`config.mk`:
```
export PLATFORM = sky130hd
export DESIGN_NAME = fgwt_trap_unit
export DESIGN_NICKNAME = d
export VERILOG_FILES = /design/src/design/fgwt_pkg.sv /design/src/design/fgwt_field_reg.sv /design/src/design/fgwt_trap_unit.sv
export SDC_FILE = /design/constraint.sdc
export NUM_CORES = 1
export LEC_CHECK = 0
export BUFFER_PORTS_ARGS = -buffer_cell sky130_fd_sc_hd__buf_2
export CAP_MARGIN = 0
export CORE_MARGIN = 5
export CORE_UTILIZATION = 36
export CTS_CLUSTER_DIAMETER = 80
export DETAILED_ROUTE_END_ITERATION = 10
export GPL_TIMING_DRIVEN = 1
export PLACE_DENSITY_LB_ADDON = 0.3
export SLEW_MARGIN = 20
export SYNTH_ARGS = -nofsm -noshare
export SYNTH_HDL_FRONTEND = slang
export SYNTH_SLANG_ARGS = --single-unit
```
`constraint.sdc`:
```
create_clock -name core_clk -period 1.9 [get_ports core_clk]
set_clock_uncertainty 0.05 [all_clocks]
set_input_delay 0.19 -clock core_clk [delete_from_list [all_inputs] [get_ports core_clk]]
set_output_delay 0.19 -clock core_clk [all_outputs]
set_load 0.02 [all_outputs]
```
`src/design/fgwt_pkg.sv`:
```
package fgwt_pkg;

    // ************************************************************
    // Field positions of the write-trap control word
    // ************************************************************
    localparam int unsigned CTRL_W = 64;
    localparam int unsigned BIT_VECBASE = 38;
    localparam int unsigned BIT_UPPER_TB = 37;
    localparam int unsigned BIT_LOWER_TB = 36;
    localparam int unsigned BIT_USER_TID_RW = 35;
    localparam int unsigned BIT_USER_TID_RO = 34;
    localparam int unsigned BIT_KERN_TID = 33;
    localparam int unsigned BIT_XLATE_CTL = 32;
    localparam int unsigned BIT_USER_CTXNUM = 31;
    localparam int unsigned BIT_KERN_CTXNUM = 30;
    localparam int unsigned BIT_SYS_CTL = 29;
    localparam int unsigned BIT_PHYS_ADDR = 27;
    localparam int unsigned BIT_MEM_ATTR = 24;
    localparam int unsigned BIT_LO_REGION = 23;
    localparam int unsigned FIELD_LO = 23;
    localparam int unsigned FIELD_HI = 38;
    localparam int unsigned FIELD_W = 16;

    // Fields that exist regardless of optional features
    localparam logic [15:0] FIXED_MASK = 16'hFE52;
    localparam logic [15:0] CTXNUM_MASK = 16'h0180;
    localparam logic [15:0] LOREG_MASK = 16'h0001;
    localparam logic [15:0] FIELD_RESET = 16'h0000;

    // Syndrome exception class of a fine-grained write trap
    localparam logic [5:0] EC_FGT = 6'h18;

    // ************************************************************
    // Exception levels, execution states and target registers
    // ************************************************************
    typedef enum logic [1:0] {
        FGWT_USER_LEVEL,
        FGWT_KERNEL_LEVEL,
        FGWT_HYPERVISOR_LEVEL,
        FGWT_MONITOR_LEVEL
    } fgwt_level_t;

    typedef enum logic [4:0] {
        FGWT_REG_NONE,
        FGWT_REG_KERNEL_VECTOR_BASE,
        FGWT_REG_UPPER_TABLE_BASE,
        FGWT_REG_LOWER_TABLE_BASE,
        FGWT_REG_USER_THREAD_ID_RW,
        FGWT_REG_USER_THREAD_ID_RW_ALIAS32,
        FGWT_REG_USER_THREAD_ID_RO,
        FGWT_REG_KERNEL_THREAD_ID,
        FGWT_REG_TRANSLATION_CONTROL,
        FGWT_REG_TRANSLATION_CONTROL_EXT,
        FGWT_REG_USER_CONTEXT_NUMBER,
        FGWT_REG_KERNEL_CONTEXT_NUMBER,
        FGWT_REG_SYSTEM_CONTROL,
        FGWT_REG_SYSTEM_CONTROL_EXT,
        FGWT_REG_PHYS_ADDR_RESULT,
        FGWT_REG_MEM_ATTR_INDIRECTION,
        FGWT_REG_LO_REGION_START
    } fgwt_sysreg_t;

    // System register write request from the execution pipeline
    typedef struct packed {
        logic valid;
        fgwt_sysreg_t target;
        fgwt_level_t level;
        logic is_coproc;
        logic higher_prio_exc;
    } fgwt_req_t;

    // Processor context the trap decision depends on
    typedef struct packed {
        logic hyp_impl;
        logic hyp_enabled;
        logic monitor_impl;
        logic monitor_fine_trap_enable;
        logic host_kernel_e2h;
        logic host_kernel_tge;
        logic kernel_is_64;
        logic translation_ext_feature;
        logic sysctl_ext_feature;
        logic spec_context_feature_a;
        logic spec_context_feature_b;
        logic limited_order_region_feature;
    } fgwt_ctx_t;

    // Decision handed back to the exception logic
    typedef struct packed {
        logic valid;
        logic trap;
        logic pass_higher;
        logic [5:0] exc_class;
        fgwt_level_t target_level;
    } fgwt_resp_t;

endpackage

```
`src/design/fgwt_field_reg.sv`:
```
// One trap field: warm-reset clear, gated by its implementation flag
module fgwt_field_reg (
    input wire logic core_clk,
    input wire logic rstn,
    input wire logic present,
    input wire logic wr_en,
    input wire logic wr_bit,
    output logic q
);

    // ************************************************************
    // Storage
    // ************************************************************
    // Absent fields hold zero so they never trap and read as zero
    always_ff @(posedge core_clk)
    begin
        if (!rstn)
        begin
            q <= 1'b0;
        end
        else if (!present)
        begin
            q <= 1'b0;
        end
        else if (wr_en)
        begin
            q <= wr_bit;
        end
    end

endmodule

```
`src/design/fgwt_trap_unit.sv`:
```
// Overview of operation
// RQ1 - Trap needs hypervisor enabled and monitor permission
// RQ2 - Trapped write goes to hypervisor, class 0x18
// RQ3 - Higher priority exception wins over this trap
// RQ4 - Zero field never traps its registers
// RQ5 - All fields clear to zero on warm reset
// RQ6 - Bit 38 traps kernel vector base writes
// RQ7 - Bit 37 traps upper table base writes
// RQ8 - Bit 36 traps lower table base writes
// RQ9 - Bit 35 traps user thread-id and alias
// RQ10 - Thread-id trap needs pair not both, kernel 64
// RQ11 - Bit 34 traps user read-only thread-id writes
// RQ12 - Bit 33 traps kernel thread-id writes
// RQ13 - Bit 32 traps translation control and extension
// RQ14 - Bit 31 traps user context number writes
// RQ15 - Bit 30 traps kernel context number writes
// RQ16 - Context fields exist only with speculation feature
// RQ17 - Bit 29 traps system control and extension
// RQ18 - Bit 27 traps physical address result writes
// RQ19 - Bit 24 traps memory attribute indirection writes
// RQ20 - Bit 23 exists only with region feature
// RQ21 - Reserved bits 28, 26, 25 read zero
module fgwt_trap_unit (
    input wire logic core_clk,
    input wire logic rstn,
    input wire logic ctrl_wr_en,
    input wire logic [63:0] ctrl_wr_data,
    output logic [63:0] ctrl_rd_data,
    input wire fgwt_pkg::fgwt_req_t req,
    input wire fgwt_pkg::fgwt_ctx_t ctx,
    output fgwt_pkg::fgwt_resp_t resp
);

    // ************************************************************
    // Field storage
    // ************************************************************
    logic [15:0] field_q;
    logic [15:0] field_present;
    logic ctx_feat;

    // Which fields exist given the implemented features
    assign ctx_feat = ctx.spec_context_feature_a
                      | ctx.spec_context_feature_b;
    assign field_present = fgwt_pkg::FIXED_MASK
        | (ctx_feat ? fgwt_pkg::CTXNUM_MASK : 16'h0000) // RQ16
        | (ctx.limited_order_region_feature
           ? fgwt_pkg::LOREG_MASK : 16'h0000); // RQ20

    // One storage cell per field; reserved ones are never present
    genvar gi;
    generate
        for (gi = 0; gi < 16; gi++)
        begin : g_field
            fgwt_field_reg u_field (
                .core_clk(core_clk),
                .rstn(rstn), // RQ5
                .present(field_present[gi]), // RQ21
                .wr_en(ctrl_wr_en),
                .wr_bit(ctrl_wr_data[fgwt_pkg::FIELD_LO + gi]),
                .q(field_q[gi])
            );
        end
    endgenerate

    // ************************************************************
    // Register read path
    // ************************************************************
    logic [63:0] next_rd_data;

    // Fields in place, everything else reads zero
    assign next_rd_data = {25'h0000000, field_q, 23'h000000};

    always_ff @(posedge core_clk)
    begin
        if (!rstn)
        begin
            ctrl_rd_data <= 64'h0000000000000000;
        end
        else
        begin
            ctrl_rd_data <= next_rd_data;
        end
    end

    // ************************************************************
    // Field selection by target register
    // ************************************************************
    logic kern_a64;
    logic usr_a64;
    logic usr_a32;
    logic pair_ok;
    logic field_hit;

    assign kern_a64 = (req.level == fgwt_pkg::FGWT_KERNEL_LEVEL)
                      && !req.is_coproc;
    assign usr_a64 = (req.level == fgwt_pkg::FGWT_USER_LEVEL)
                     && !req.is_coproc;
    assign usr_a32 = (req.level == fgwt_pkg::FGWT_USER_LEVEL)
                     && req.is_coproc;
    assign pair_ok = !(ctx.host_kernel_e2h && ctx.host_kernel_tge);

    function automatic logic fbit(input logic [15:0] f,
                                  input int unsigned pos);
        fbit = f[pos - fgwt_pkg::FIELD_LO];
    endfunction

    // Field and level qualification per target register
    always_comb
    begin
        field_hit = 1'b0;
        case (req.target)
            fgwt_pkg::FGWT_REG_KERNEL_VECTOR_BASE:
                field_hit = kern_a64 // RQ6
                    && fbit(field_q, fgwt_pkg::BIT_VECBASE);
            fgwt_pkg::FGWT_REG_UPPER_TABLE_BASE:
                field_hit = kern_a64 // RQ7
                    && fbit(field_q, fgwt_pkg::BIT_UPPER_TB);
            fgwt_pkg::FGWT_REG_LOWER_TABLE_BASE:
                field_hit = kern_a64 // RQ8
                    && fbit(field_q, fgwt_pkg::BIT_LOWER_TB);
            fgwt_pkg::FGWT_REG_USER_THREAD_ID_RW:
                field_hit = (kern_a64 || usr_a64) // RQ9
                    && pair_ok && ctx.kernel_is_64 // RQ10
                    && fbit(field_q, fgwt_pkg::BIT_USER_TID_RW);
            fgwt_pkg::FGWT_REG_USER_THREAD_ID_RW_ALIAS32:
                field_hit = usr_a32 // RQ9
                    && pair_ok && ctx.kernel_is_64 // RQ10
                    && fbit(field_q, fgwt_pkg::BIT_USER_TID_RW);
            fgwt_pkg::FGWT_REG_USER_THREAD_ID_RO:
                field_hit = kern_a64 // RQ11
                    && fbit(field_q, fgwt_pkg::BIT_USER_TID_RO);
            fgwt_pkg::FGWT_REG_KERNEL_THREAD_ID:
                field_hit = kern_a64 // RQ12
                    && fbit(field_q, fgwt_pkg::BIT_KERN_TID);
            fgwt_pkg::FGWT_REG_TRANSLATION_CONTROL:
                field_hit = kern_a64 // RQ13
                    && fbit(field_q, fgwt_pkg::BIT_XLATE_CTL);
            fgwt_pkg::FGWT_REG_TRANSLATION_CONTROL_EXT:
                field_hit = kern_a64 && ctx.translation_ext_feature
                    && fbit(field_q, fgwt_pkg::BIT_XLATE_CTL); // RQ13
            fgwt_pkg::FGWT_REG_USER_CONTEXT_NUMBER:
                field_hit = (kern_a64 || usr_a64) && pair_ok // RQ14
                    && fbit(field_q, fgwt_pkg::BIT_USER_CTXNUM);
            fgwt_pkg::FGWT_REG_KERNEL_CONTEXT_NUMBER:
                field_hit = kern_a64 // RQ15
                    && fbit(field_q, fgwt_pkg::BIT_KERN_CTXNUM);
            fgwt_pkg::FGWT_REG_SYSTEM_CONTROL:
                field_hit = kern_a64 // RQ17
                    && fbit(field_q, fgwt_pkg::BIT_SYS_CTL);
            fgwt_pkg::FGWT_REG_SYSTEM_CONTROL_EXT:
                field_hit = kern_a64 && ctx.sysctl_ext_feature
                    && fbit(field_q, fgwt_pkg::BIT_SYS_CTL); // RQ17
            fgwt_pkg::FGWT_REG_PHYS_ADDR_RESULT:
                field_hit = kern_a64 // RQ18
                    && fbit(field_q, fgwt_pkg::BIT_PHYS_ADDR);
            fgwt_pkg::FGWT_REG_MEM_ATTR_INDIRECTION:
                field_hit = kern_a64 // RQ19
                    && fbit(field_q, fgwt_pkg::BIT_MEM_ATTR);
            fgwt_pkg::FGWT_REG_LO_REGION_START:
                field_hit = kern_a64 // RQ20
                    && fbit(field_q, fgwt_pkg::BIT_LO_REGION);
            default:
                field_hit = 1'b0; // RQ4
        endcase
    end

    // ************************************************************
    // Trap decision
    // ************************************************************
    logic gate_ok;
    logic next_trap;
    fgwt_pkg::fgwt_resp_t next_resp;

    // Hypervisor live and monitor permits fine-grained traps
    assign gate_ok = ctx.hyp_impl && ctx.hyp_enabled // RQ1
        && (!ctx.monitor_impl || ctx.monitor_fine_trap_enable);
    assign next_trap = req.valid && gate_ok && field_hit
                       && !req.higher_prio_exc; // RQ3

    always_comb
    begin
        next_resp = '0;
        next_resp.valid = req.valid;
        next_resp.trap = next_trap;
        next_resp.pass_higher = req.valid && req.higher_prio_exc; // RQ3
        next_resp.exc_class = next_trap ? fgwt_pkg::EC_FGT : 6'h00;
        next_resp.target_level = next_trap
            ? fgwt_pkg::FGWT_HYPERVISOR_LEVEL // RQ2
            : fgwt_pkg::FGWT_USER_LEVEL;
    end

    // Registered decision, one cycle after the request
    always_ff @(posedge core_clk)
    begin
        if (!rstn)
        begin
            resp <= '0;
        end
        else
        begin
            resp <= next_resp;
        end
    end

    // ************************************************************
    // Checks
    // ************************************************************
    // Write that passes every gate except its own trap field
    logic chk_gate;
    logic live_kern;
    logic tid_ok;

    assign chk_gate = ctx.hyp_impl && ctx.hyp_enabled
        && (!ctx.monitor_impl || ctx.monitor_fine_trap_enable);
    assign live_kern = req.valid && !req.higher_prio_exc && chk_gate
        && (req.level == fgwt_pkg::FGWT_KERNEL_LEVEL) && !req.is_coproc;
    assign tid_ok = ctx.kernel_is_64
        && !(ctx.host_kernel_e2h && ctx.host_kernel_tge);

    // Gate conditions, class, priority and reset
    AST_GATE: assert property (@(posedge core_clk) // RQ1
        disable iff (!rstn)
        (!ctx.hyp_impl || !ctx.hyp_enabled) |=> !resp.trap)
        else $error("trap without enabled hypervisor");
    AST_MONITOR: assert property (@(posedge core_clk) // RQ1
        disable iff (!rstn)
        (ctx.monitor_impl && !ctx.monitor_fine_trap_enable)
        |=> !resp.trap)
        else $error("trap while monitor forbids it");
    AST_CLASS: assert property (@(posedge core_clk) // RQ2
        disable iff (!rstn)
        resp.trap |-> (resp.exc_class == fgwt_pkg::EC_FGT
        && resp.target_level == fgwt_pkg::FGWT_HYPERVISOR_LEVEL))
        else $error("bad trap class or target");
    AST_PRIO: assert property (@(posedge core_clk) // RQ3
        disable iff (!rstn)
        (req.valid && req.higher_prio_exc)
        |=> (!resp.trap && resp.pass_higher))
        else $error("trap beat higher priority exception");
    AST_ZERO: assert property (@(posedge core_clk) // RQ4
        disable iff (!rstn)
        (field_q == 16'h0000) |=> !resp.trap)
        else $error("trap with all fields zero");
    AST_RESET: assert property (@(posedge core_clk) // RQ5
        !rstn |=> (ctrl_rd_data == 64'h0 && field_q == 16'h0))
        else $error("fields not cleared by reset");
    AST_PAIR: assert property (@(posedge core_clk) // RQ14
        disable iff (!rstn)
        (req.target == fgwt_pkg::FGWT_REG_USER_CONTEXT_NUMBER
         && ctx.host_kernel_e2h && ctx.host_kernel_tge)
        |=> !resp.trap)
        else $error("context trap with pair both set");
    AST_TID32: assert property (@(posedge core_clk) // RQ10
        disable iff (!rstn)
        (req.target == fgwt_pkg::FGWT_REG_USER_THREAD_ID_RW
         && !ctx.kernel_is_64) |=> !resp.trap)
        else $error("thread-id trap with 32-bit kernel");
    AST_RSVD: assert property (@(posedge core_clk) // RQ21
        disable iff (!rstn)
        ctrl_wr_en |=> ##1 (ctrl_rd_data[28] == 1'b0
        && ctrl_rd_data[26:25] == 2'b00))
        else $error("reserved bit reads nonzero");
    // Field clears one edge after the drop, readback one edge later
    AST_CTXFEAT: assert property (@(posedge core_clk) // RQ16
        disable iff (!rstn)
        (!ctx.spec_context_feature_a && !ctx.spec_context_feature_b)
        [*3] |-> ctrl_rd_data[31:30] == 2'b00)
        else $error("context field present without feature");

    // A set field traps its own qualifying write
    AST_VECBASE: assert property (@(posedge core_clk) // RQ6
        disable iff (!rstn)
        (live_kern && fbit(field_q, fgwt_pkg::BIT_VECBASE)
         && req.target == fgwt_pkg::FGWT_REG_KERNEL_VECTOR_BASE)
        |=> resp.trap)
        else $error("vector base write not trapped");
    AST_UPPER_TB: assert property (@(posedge core_clk) // RQ7
        disable iff (!rstn)
        (live_kern && fbit(field_q, fgwt_pkg::BIT_UPPER_TB)
         && req.target == fgwt_pkg::FGWT_REG_UPPER_TABLE_BASE)
        |=> resp.trap)
        else $error("upper table base write not trapped");
    AST_LOWER_TB: assert property (@(posedge core_clk) // RQ8
        disable iff (!rstn)
        (live_kern && fbit(field_q, fgwt_pkg::BIT_LOWER_TB)
         && req.target == fgwt_pkg::FGWT_REG_LOWER_TABLE_BASE)
        |=> resp.trap)
        else $error("lower table base write not trapped");
    AST_TIDRW: assert property (@(posedge core_clk) // RQ9
        disable iff (!rstn)
        (live_kern && tid_ok && fbit(field_q, fgwt_pkg::BIT_USER_TID_RW)
         && req.target == fgwt_pkg::FGWT_REG_USER_THREAD_ID_RW)
        |=> resp.trap)
        else $error("user thread-id write not trapped");
    AST_TIDRO: assert property (@(posedge core_clk) // RQ11
        disable iff (!rstn)
        (live_kern && fbit(field_q, fgwt_pkg::BIT_USER_TID_RO)
         && req.target == fgwt_pkg::FGWT_REG_USER_THREAD_ID_RO)
        |=> resp.trap)
        else $error("read-only thread-id write not trapped");
    AST_KTID: assert property (@(posedge core_clk) // RQ12
        disable iff (!rstn)
        (live_kern && fbit(field_q, fgwt_pkg::BIT_KERN_TID)
         && req.target == fgwt_pkg::FGWT_REG_KERNEL_THREAD_ID)
        |=> resp.trap)
        else $error("kernel thread-id write not trapped");
    AST_XLATE: assert property (@(posedge core_clk) // RQ13
        disable iff (!rstn)
        (live_kern && fbit(field_q, fgwt_pkg::BIT_XLATE_CTL)
         && req.target == fgwt_pkg::FGWT_REG_TRANSLATION_CONTROL)
        |=> resp.trap)
        else $error("translation control write not trapped");
    AST_UCTX: assert property (@(posedge core_clk) // RQ14
        disable iff (!rstn)
        (live_kern && tid_ok && fbit(field_q, fgwt_pkg::BIT_USER_CTXNUM)
         && req.target == fgwt_pkg::FGWT_REG_USER_CONTEXT_NUMBER)
        |=> resp.trap)
        else $error("user context write not trapped");
    AST_KCTX: assert property (@(posedge core_clk) // RQ15
        disable iff (!rstn)
        (live_kern && fbit(field_q, fgwt_pkg::BIT_KERN_CTXNUM)
         && req.target == fgwt_pkg::FGWT_REG_KERNEL_CONTEXT_NUMBER)
        |=> resp.trap)
        else $error("kernel context write not trapped");
    AST_SYSCTL: assert property (@(posedge core_clk) // RQ17
        disable iff (!rstn)
        (live_kern && fbit(field_q, fgwt_pkg::BIT_SYS_CTL)
         && req.target == fgwt_pkg::FGWT_REG_SYSTEM_CONTROL)
        |=> resp.trap)
        else $error("system control write not trapped");
    AST_PHYS: assert property (@(posedge core_clk) // RQ18
        disable iff (!rstn)
        (live_kern && fbit(field_q, fgwt_pkg::BIT_PHYS_ADDR)
         && req.target == fgwt_pkg::FGWT_REG_PHYS_ADDR_RESULT)
        |=> resp.trap)
        else $error("address result write not trapped");
    AST_MEMATTR: assert property (@(posedge core_clk) // RQ19
        disable iff (!rstn)
        (live_kern && fbit(field_q, fgwt_pkg::BIT_MEM_ATTR)
         && req.target == fgwt_pkg::FGWT_REG_MEM_ATTR_INDIRECTION)
        |=> resp.trap)
        else $error("attribute write not trapped");
    AST_LOREG: assert property (@(posedge core_clk) // RQ20
        disable iff (!rstn)
        (live_kern && fbit(field_q, fgwt_pkg::BIT_LO_REGION)
         && req.target == fgwt_pkg::FGWT_REG_LO_REGION_START)
        |=> resp.trap)
        else $error("region start write not trapped");

endmodule

```
==> results_dict.tcl, run 1 <==
set metrics [dict create \
    status "finished clean" \
    ctsHtreeMaxLevel 2 \
    ys.warnings.count 0 \
    synth_edf_count 0 \
    cap_violations 0 \
    port_buffers 56 \
    final_layout_size_suffix_gt1_frac 0.2778 \
    drc 0 \
    vdd.ir_drop.worst_v 0.0002420 \
    syn_inst 194 \
    critical_path_required_ps 2030 \
    min_path_cells 3 \
    worstRegToRegCells 5 \
    synthDistinctLibCells 33 \
    setup_viol 0 \
    worst_setup_path_start_kind "flop" \
    ys_ff_latch 29 \
    pwr-share-comb 0.195 \
    worst-slew-pin-transition_ps 522.5 \
    relSlewSlack 0.6426 \
    p_int_w 0.0009730 \
    hold_path_class "in2reg" \
    insertion_delay_ps 280 \
    whs_ps 91.47 \
    cts_tree "done" \
    postCtsSetupRepairBufs 0 \
    cts-resized-gates 0 \
    antenna_cells 0 \
    synth_top_area_frac 0.3447 \
    fin_crit_ps 1649 \
    synthTopCellsByArea "dfxtp_1 34%, buf_4 26%, mux2i_1 9.5%" \
    grt_use_total 0.1116 \
    path_clk_slew_ps 60 \
    switching_share 0.3056 \
    fmaxAchievable_mhz 606.5 \
    finalHoldViolCount 0 \
    wirelength_um 3619 \
    cts_sinks 29 \
    clockPowerShare 0.342 \
    r2r_end "resp[5]" \
    r2r_setup_slack_ps 250 \
    slowest_delay_ps 490 \
    num_rows 24 \
    rsz0062_at_grt "no" \
    crit_fanout 3 \
    drt_first_pass_iters 4 \
    crit_chain "mux2i_1 > or4b_1 > and3_1 > o311a_1 > o32ai_1" \
    vias 1250 \
    fillers 474 \
    nNetsFinal 340 \
    grt_start_max_net_pins 24 \
    syn2layout_area_growth_pct 12.11 \
    pin_count 164 \
    synth.avg_cell_area_um2 8.681 \
    hold_start "ctx[0]" \
    place_inst 296 \
    wl_per_cell_um 11.90 \
    overflow 0 \
    cts_hold_buf 0 \
    die_h_um 78.40 \
    antenna_found_initial 0 \
    first_global_vias 1195 \
    die_area_um2 6146 \
    setup_tns_ps 0 \
    grt_pass1_wl_um 5409 \
    antenna_left 0 \
    p_leak_nw 0.9819 \
    setup.worst_path.class "reg2reg" \
    p_seq_frac 0.463 \
    avgViaCountPerCell 4.112 \
    power_density_nw_per_um2 742.2 \
    numCtsBuffers 5 \
    endpoint_kind "flop" \
    ys_seq_area_frac 0.3447 \
    layoutNonFillerInstCount 304 \
    die_x_um 78.40 \
    core_um2 4444 \
    clockBufferDepth 2 \
    hold_end "g_field[0].u_field.q" \
    switching_power_w 0.0004283 \
    synthesis.area_um2 1684 \
    slowest_stage "or4b_1" \
    arrival_ps 1780 \
    slew_violations 0 \
    synth_top_area_cell "dfxtp_1" \
    hpwl_um 2875 \
    start_util 0.3789 \
    async_flop_share 0 \
    post-route-period-util 0.8678 \
    drtIter0Drc 77 \
    clock-root-buffer "clkbuf_8" \
    regToRegStartpoint "g_field[10].u_field.q" \
    gp_congestion 0.8517 \
    ys.flop_type "dfxtp_1" \
]
## power by group through the flow
| stage | Sequential [W] | Combinational [W] | Clock [W] |
|---|---|---|---|
| floorplan | 0.000675 | 0.000267 | 0 |
| global placement | 0.000662 | 0.000269 | 0 |
| detailed placement | 0.000663 | 0.000270 | 0 |
| CTS | 0.000649 | 0.000271 | 0.000500 |
| global route | 0.000652 | 0.000298 | 0.000524 |
| finish | 0.000649 | 0.000273 | 0.000479 |
## cell type report
class	instances	area (um^2)	share of cell area
Multi-Input combinational cell	151	827.0	0.4380
Sequential cell	29	580.6	0.3075
Timing Repair Buffer	62	325.3	0.1723
Clock buffer	6	72.57	0.03844
Tap cell	52	65.06	0.03446
Clock inverter	2	10.01	0.005302
Inverter	2	7.507	0.003976
## metal layers
| metal | share of wire | wire length [um] | track usage |
|---|---|---|---|
| met3 | 0.095 | 344 | 0.03776 |
| met5 | 0 | 0 | 0 |
| met1 | 0.38 | 1388 | 0.1201 |
| met2 | 0.51 | 1834 | 0.1943 |
| met4 | 0.015 | 53 | 0.05769 |
## layout by cell type, fill, tap and decap left out, types with 4 or more instances in the layout
cell type  instances
a21oi_1            5
and2_1            13
buf_2             56
buf_4              6
clkbuf_8           5
conb_1            56
dfxtp_1           29
mux2i_1           16
nand2_1            8
nand3_1            7
nor2_1             8
nor2b_1           12
o21ai_0            4
## state kept, by name, indices dropped and copies added, names as in the netlist
register           flops
g_field.u_field.q     13
resp                   3
ctrl_rd_data          13
## synthesized netlist by cell type, drive strengths merged, types with 2 or more instances
| library cell | instances |
|---|---|
| a21oi | 5 |
| and2 | 14 |
| and3 | 2 |
| buf | 62 |
| clkbuf | 5 |
| dfxtp | 29 |
| inv | 2 |
| mux2i | 16 |
| nand2 | 8 |
| nand2b | 2 |
| nand3 | 7 |
| nor2 | 8 |
| nor2b | 12 |
| nor4 | 2 |
| o21ai | 4 |
| or4 | 2 |
## kinds of logic (layout without fill, tap and decap cells)
group,Yosys count,in the layout,share of synthesized area
and+or+nand+nor,61,61,0.2021
buffers and inverters,69,72,0.2868
DFF,29,29,0.3447
xor gates and xnor gates,1,1,0.005202
muxes,16,16,0.09509
AOI/OAI and AO/OA,17,17,0.06390
other,1,56,0.002227
## worst max-delay path by stage
stage	from	cells past startpoint	end	slack [ps]
6_report	g_field[10].u_field.q	5	resp[5]	250
3_3_place_gp	req[6]	7	resp[5]	70
2_1_floorplan	req[6]	5	resp[5]	200
5_1_grt	g_field[10].u_field.q	5	resp[5]	170
4_1_cts	g_field[10].u_field.q	5	resp[5]	240
3_5_place_dp	req[6]	7	resp[5]	50
## through the flow
stage | util | area (um^2) | worst slack, ps | power [W]
floorplan | - | 1891 | 204.4 | 0.0009420
global placement | 0.4063 | 1805 | 71.09 | 0.0009309
detailed placement | 0.4063 | 1805 | 54.66 | 0.0009324
CTS | 0.4248 | 1888 | 236.5 | 0.001420
global route | 0.4248 | 1888 | 170.4 | 0.001474
finish | 0.4248 | 1888 | 251.2 | 0.001401
## critical path, delay by kind of cell (launching register included)
kind | cells | cell delay (ps)
mux | 1 | 90
simple gates | 2 | 660
flops | 1 | 350
compound gates | 2 | 400
(Power assumes the default switching activity.)
==> inputs of run 2 (changes only) <==
--- a/config.mk
+++ b/config.mk
@@ -7,8 +7,11 @@
 export LEC_CHECK = 0
 export BUFFER_PORTS_ARGS = -buffer_cell sky130_fd_sc_hd__buf_2
 export CAP_MARGIN = 0
+export CELL_PAD_IN_SITES_DETAIL_PLACEMENT = 0
+export CELL_PAD_IN_SITES_GLOBAL_PLACEMENT = 1
+export CORE_ASPECT_RATIO = 1.5
 export CORE_MARGIN = 5
-export CORE_UTILIZATION = 36
+export CORE_UTILIZATION = 24
 export CTS_CLUSTER_DIAMETER = 80
 export DETAILED_ROUTE_END_ITERATION = 10
 export GPL_TIMING_DRIVEN = 1
==> constraint.sdc (replaced) <==
create_clock -name core_clk -period 1.9 [get_ports core_clk]
set_clock_uncertainty 0.05 [all_clocks]
set_input_delay 0.285 -clock core_clk [delete_from_list [all_inputs] [get_ports core_clk]]
set_output_delay 0.285 -clock core_clk [all_outputs]
set_load 0.02 [all_outputs]
==> results_dict.tcl, run 2 (synthesis results as in run 1) <==
set metrics [dict create \
    dpl_cell_area_um2 1861 \
    insertion_delay_ps 280 \
    slew_violations 0 \
    grt_start_max_net_pins 27 \
    num_rows 37 \
    cts_hold_buf 0 \
    fmaxAchievable_mhz 617.4 \
    first_global_vias 1325 \
    avgViaCountPerCell 3.913 \
    postCtsSetupRepairBufs 0 \
    wirelength_um 3961 \
    start_util 0.2458 \
    drtIter0Drc 111 \
    wl_per_cell_um 11.89 \
    hpwl_um 3176 \
    fin_area_um2 1962 \
    clockBufferDepth 2 \
    syn2layout_area_growth_pct 16.49 \
    critical_path_required_ps 2040 \
    antenna_cells 0 \
    arrival_ps 1760 \
    worst_setup_path_start_kind "input pin" \
    antenna_left 0 \
    setup.worst_path.class "in2reg" \
    nNetsFinal 343 \
    whs_ps 183.9 \
    port_buffers 56 \
    ctsHtreeMaxLevel 2 \
    core_um2 6852 \
    gp_congestion 0.7464 \
    vias 1303 \
    overflow 0 \
    power_density_nw_per_um2 760.1 \
    finalHoldViolCount 0 \
    setup_viol 0 \
    antenna_found_initial 0 \
    drt_first_pass_iters 4 \
    cts_tree "done" \
    final_util 0.2863 \
    cts_sinks 29 \
    cts-resized-gates 0 \
    final_layout_size_suffix_gt1_frac 0.2902 \
    final_cell_mix "56 x conb_1, 56 x buf_2, 29 x dfxtp_1" \
    clock-root-buffer "clkbuf_8" \
    drc 0 \
    die_h_um 112.6 \
    numCtsBuffers 5 \
    rsz0062_at_grt "no" \
    fin_crit_ps 1620 \
    pin_count 164 \
    crit_fanout 2 \
    endpoint_kind "flop" \
    hold_path_class "in2reg" \
    p_leak_nw 1.006 \
    grt_use_total 0.09143 \
    die_area_um2 8827 \
    top_regs "ctrl_rd_data: 13 flops, g_field.u_field.q: 13 flops, resp: 3 flops" \
    path_clk_slew_ps 60 \
    cap_violations 0 \
    die_x_um 78.40 \
    post-route-period-util 0.8525 \
    vdd.ir_drop.worst_v 0.0003052 \
    status "finished clean" \
    grt_pass1_wl_um 6285 \
]
run 2: changes by cell type in the layout (fill, tap and decap cells not counted):
| cell | previous run | this run |
|---|---|---|
| clkinv_2 | 2 | 1 |
| buf_4 | 6 | 9 |
| clkbuf_8 | 5 | 7 |
| clkbuf_1 | 1 | 0 |
run 2: power breakdown:
part           switching, W  internal [W]  total, W  leakage (nW)
Clock              0.000236      0.000327  0.000563        0.0542
Combinational      0.000191     0.0000868  0.000278         0.714
Sequential        0.0000150      0.000635  0.000650         0.238
Total              0.000442       0.00105   0.00149          1.01
run 2: metrics by stage:
step                      instances  total power [W]  setup TNS [ps]  setup WS, ps
after floorplan                 249        0.0009420               0         109.4
after global placement          325        0.0009399          -8.882        -8.882
after detailed placement        325        0.0009419          -32.98        -32.98
after CTS                       333         0.001517               0         251.5
after global routing            333         0.001567               0         141.4
final                           333         0.001491               0         280.2
run 2: final timing paths:
| path | start | to | slack (ps) | depth (start not counted) |
|---|---|---|---|---|
| worst min-delay path | ctx[0] | g_field[0].u_field.q | 180 | 3 |
| worst max-delay path | req[6] | resp[5] | 280 | 7 |
| worst min register to register | g_field[12].u_field.q | ctrl_rd_data[35] | 440 | 1 |
| worst max register to register | g_field[11].u_field.q | resp[5] | 290 | 5 |
run 2: critical path, cell delays in order:
cell and delay, ps:
buf_2 100, nor4_1 270, buf_4 170, xor2_1 60, or4_1 420, or2_1 240
o32ai_1 210
run 2: per-layer routing:
layer  wire (um)  vias up  track usage
met2        1964       79       0.1613
met5           0        -            0
li1            -      645            -
met4         101        0      0.05251
met1        1496      573      0.09517
met3         398        6      0.02648
run 2: layout make-up:
type                            count  area [um^2]
Clock buffer                        7        96.34
Tap cell                           78        97.59
Clock inverter                      1        5.005
Inverter                            2        7.507
Fill cell                         760         4890
Multi-Input combinational cell    151        827.0
Sequential cell                    29        580.6
Timing Repair Buffer               65        347.8
==> inputs of run 3 (changes only) <==
--- a/config.mk
+++ b/config.mk
@@ -5,7 +5,7 @@
 export SDC_FILE = /design/constraint.sdc
 export NUM_CORES = 1
 export LEC_CHECK = 0
-export BUFFER_PORTS_ARGS = -buffer_cell sky130_fd_sc_hd__buf_2
+export BUFFER_PORTS_ARGS = -buffer_cell sky130_fd_sc_hd__buf_4
 export CAP_MARGIN = 0
 export CELL_PAD_IN_SITES_DETAIL_PLACEMENT = 0
 export CELL_PAD_IN_SITES_GLOBAL_PLACEMENT = 1
@@ -16,6 +16,7 @@
 export DETAILED_ROUTE_END_ITERATION = 10
 export GPL_TIMING_DRIVEN = 1
 export PLACE_DENSITY_LB_ADDON = 0.3
+export RECOVER_POWER = 25
 export SLEW_MARGIN = 20
 export SYNTH_ARGS = -nofsm -noshare
 export SYNTH_HDL_FRONTEND = slang
==> constraint.sdc (replaced) <==
create_clock -name core_clk -period 1.6 [get_ports core_clk]
set_clock_uncertainty 0.05 [all_clocks]
set_input_delay 0.24 -clock core_clk [delete_from_list [all_inputs] [get_ports core_clk]]
set_output_delay 0.24 -clock core_clk [all_outputs]
set_load 0.02 [all_outputs]
==> results_dict.tcl, run 3 (synthesis results as in run 1) <==
set metrics [dict create \
    status "finished clean" \
    die_x_um 78.40 \
    crit_family "simple AND/OR/NAND/NOR gates" \
    hold_path_class "in2reg" \
    switching_power_w 0.0005223 \
    vias 1311 \
    insertion_delay_ps 280 \
    worst-slew-pin-transition_ps 878.1 \
    avgViaCountPerCell 3.913 \
    numCtsBuffers 5 \
    p_leak_nw 1.042 \
    crit_chain "mux2i_1 > or4b_1 > and3_4 > o311a_1 > o32ai_2" \
    cts_hold_buf 0 \
    wl_per_cell_um 11.83 \
    crit_fanout 2 \
    vdd.ir_drop.worst_v 0.0002739 \
    core_um2 6852 \
    num_rows 37 \
    worst_setup_path_start_kind "flop" \
    nNetsFinal 345 \
    overflow 0 \
    drtIter0Drc 61 \
    setup_viol 0 \
    drc 0 \
    path_clk_slew_ps 60 \
    first_global_vias 1371 \
    setup.worst_path.class "reg2reg" \
    gp_congestion 0.7300 \
    slew_violations 0 \
    grt_use_total 0.09002 \
    final_util 0.3110 \
    syn2layout_area_growth_pct 26.52 \
    p_seq_frac 0.450 \
    path_buf_inv 0 \
    port_buffers 56 \
    cap_violations 0 \
    top_regs "ctrl_rd_data: 13 flops, g_field.u_field.q: 13 flops, resp: 3 flops" \
    antenna_found_initial 0 \
    clockPowerShare 0.334 \
    final_layout_size_suffix_gt1_frac 0.3074 \
    p_int_w 0.001196 \
    pin_count 164 \
    relSlewSlack 0.4146 \
    slowest_delay_ps 470 \
    rsz0062_at_grt "yes" \
    cts_sinks 29 \
    critical_path_required_ps 1740 \
    fin_crit_ps 1531 \
    start_util 0.2458 \
    fillers 757 \
    final_cell_mix "65 x buf_4, 56 x conb_1, 27 x dfxtp_1" \
    total_power_w 0.001718 \
    power_density_nw_per_um2 806.5 \
    die_area_um2 8827 \
    grt_start_max_net_pins 27 \
    clockBufferDepth 2 \
    arrival_ps 1670 \
    pwr-share-comb 0.216 \
    slowest_stage "or4b_1" \
    drt_first_pass_iters 4 \
    clock-root-buffer "clkbuf_8" \
    wirelength_um 3962 \
    cts_tree "done" \
    finalHoldViolCount 0 \
    cts-resized-gates 0 \
    postCtsSetupRepairBufs 0 \
    hpwl_um 3179 \
    ctsHtreeMaxLevel 2 \
    antenna_cells 0 \
    switching_share 0.3039 \
    grt_pass1_wl_um 6237 \
    final_common_cell "buf_4" \
    die_h_um 112.6 \
    post-route-period-util 0.9566 \
    endpoint_kind "flop" \
    antenna_left 0 \
    fmaxAchievable_mhz 653.4 \
]
## run 3: worst reg2reg max path: stages (launching register included)
cell	delay, ps
dfxtp_2	330
mux2i_1	60
or4b_1	470
and3_4	160
o311a_1	130
o32ai_2	250
## run 3: path summary, 6_finish.rpt
check / cells past startpoint / start / slack, ps / to
setup / recovery: 5 / g_field[11].u_field.q / 70 / resp[5]
hold / removal: 3 / ctrl_wr_data[23] / 150 / g_field[0].u_field.q
hold reg to reg: 1 / g_field[12].u_field.q / 430 / ctrl_rd_data[35]
setup reg to reg: 5 / g_field[11].u_field.q / 70 / resp[5]
## run 3: final cells by class
cell class | count | area (um^2) | area share
inverters | 2 | 7.507 | 0.003523
multi-input cells | 151 | 860.8 | 0.4040
well taps | 78 | 97.59 | 0.04580
clock buffers | 6 | 72.57 | 0.03406
clock inverters | 2 | 10.01 | 0.004698
repair buffers | 67 | 499.2 | 0.2343
flip-flops and latches | 29 | 583.1 | 0.2736
## run 3: routing by layer
metal | global-route usage | part of all wire
met1 | 0.09344 | 0.38
met2 | 0.1596 | 0.49
met3 | 0.03210 | 0.11
met4 | 0.04201 | 0.021
met5 | 0 | 0
## run 3: per-stage QoR
step,setup WS (ps),instances,hold slack [ps],TNS [ps],cell area [um^2]
after floorplan,10.39,249,318.2,0,1916
after CTS,19.12,335,144.6,0,2121
after global routing,-12.67,335,149.8,-12.67,2131
final,69.44,335,145.8,0,2131
after global placement,-207.7,327,418.7,-207.7,2038
after detailed placement,-197.7,327,416.5,-197.7,2038
## run 3: power groups by stage
stage               Combinational, W  Sequential (W)  Clock (W)
CTS                         0.000372        0.000774   0.000594
finish                      0.000372        0.000774   0.000573
detailed placement          0.000371        0.000790          0
global placement            0.000369        0.000790          0
global route                0.000408        0.000777   0.000639
floorplan                   0.000321        0.000801          0
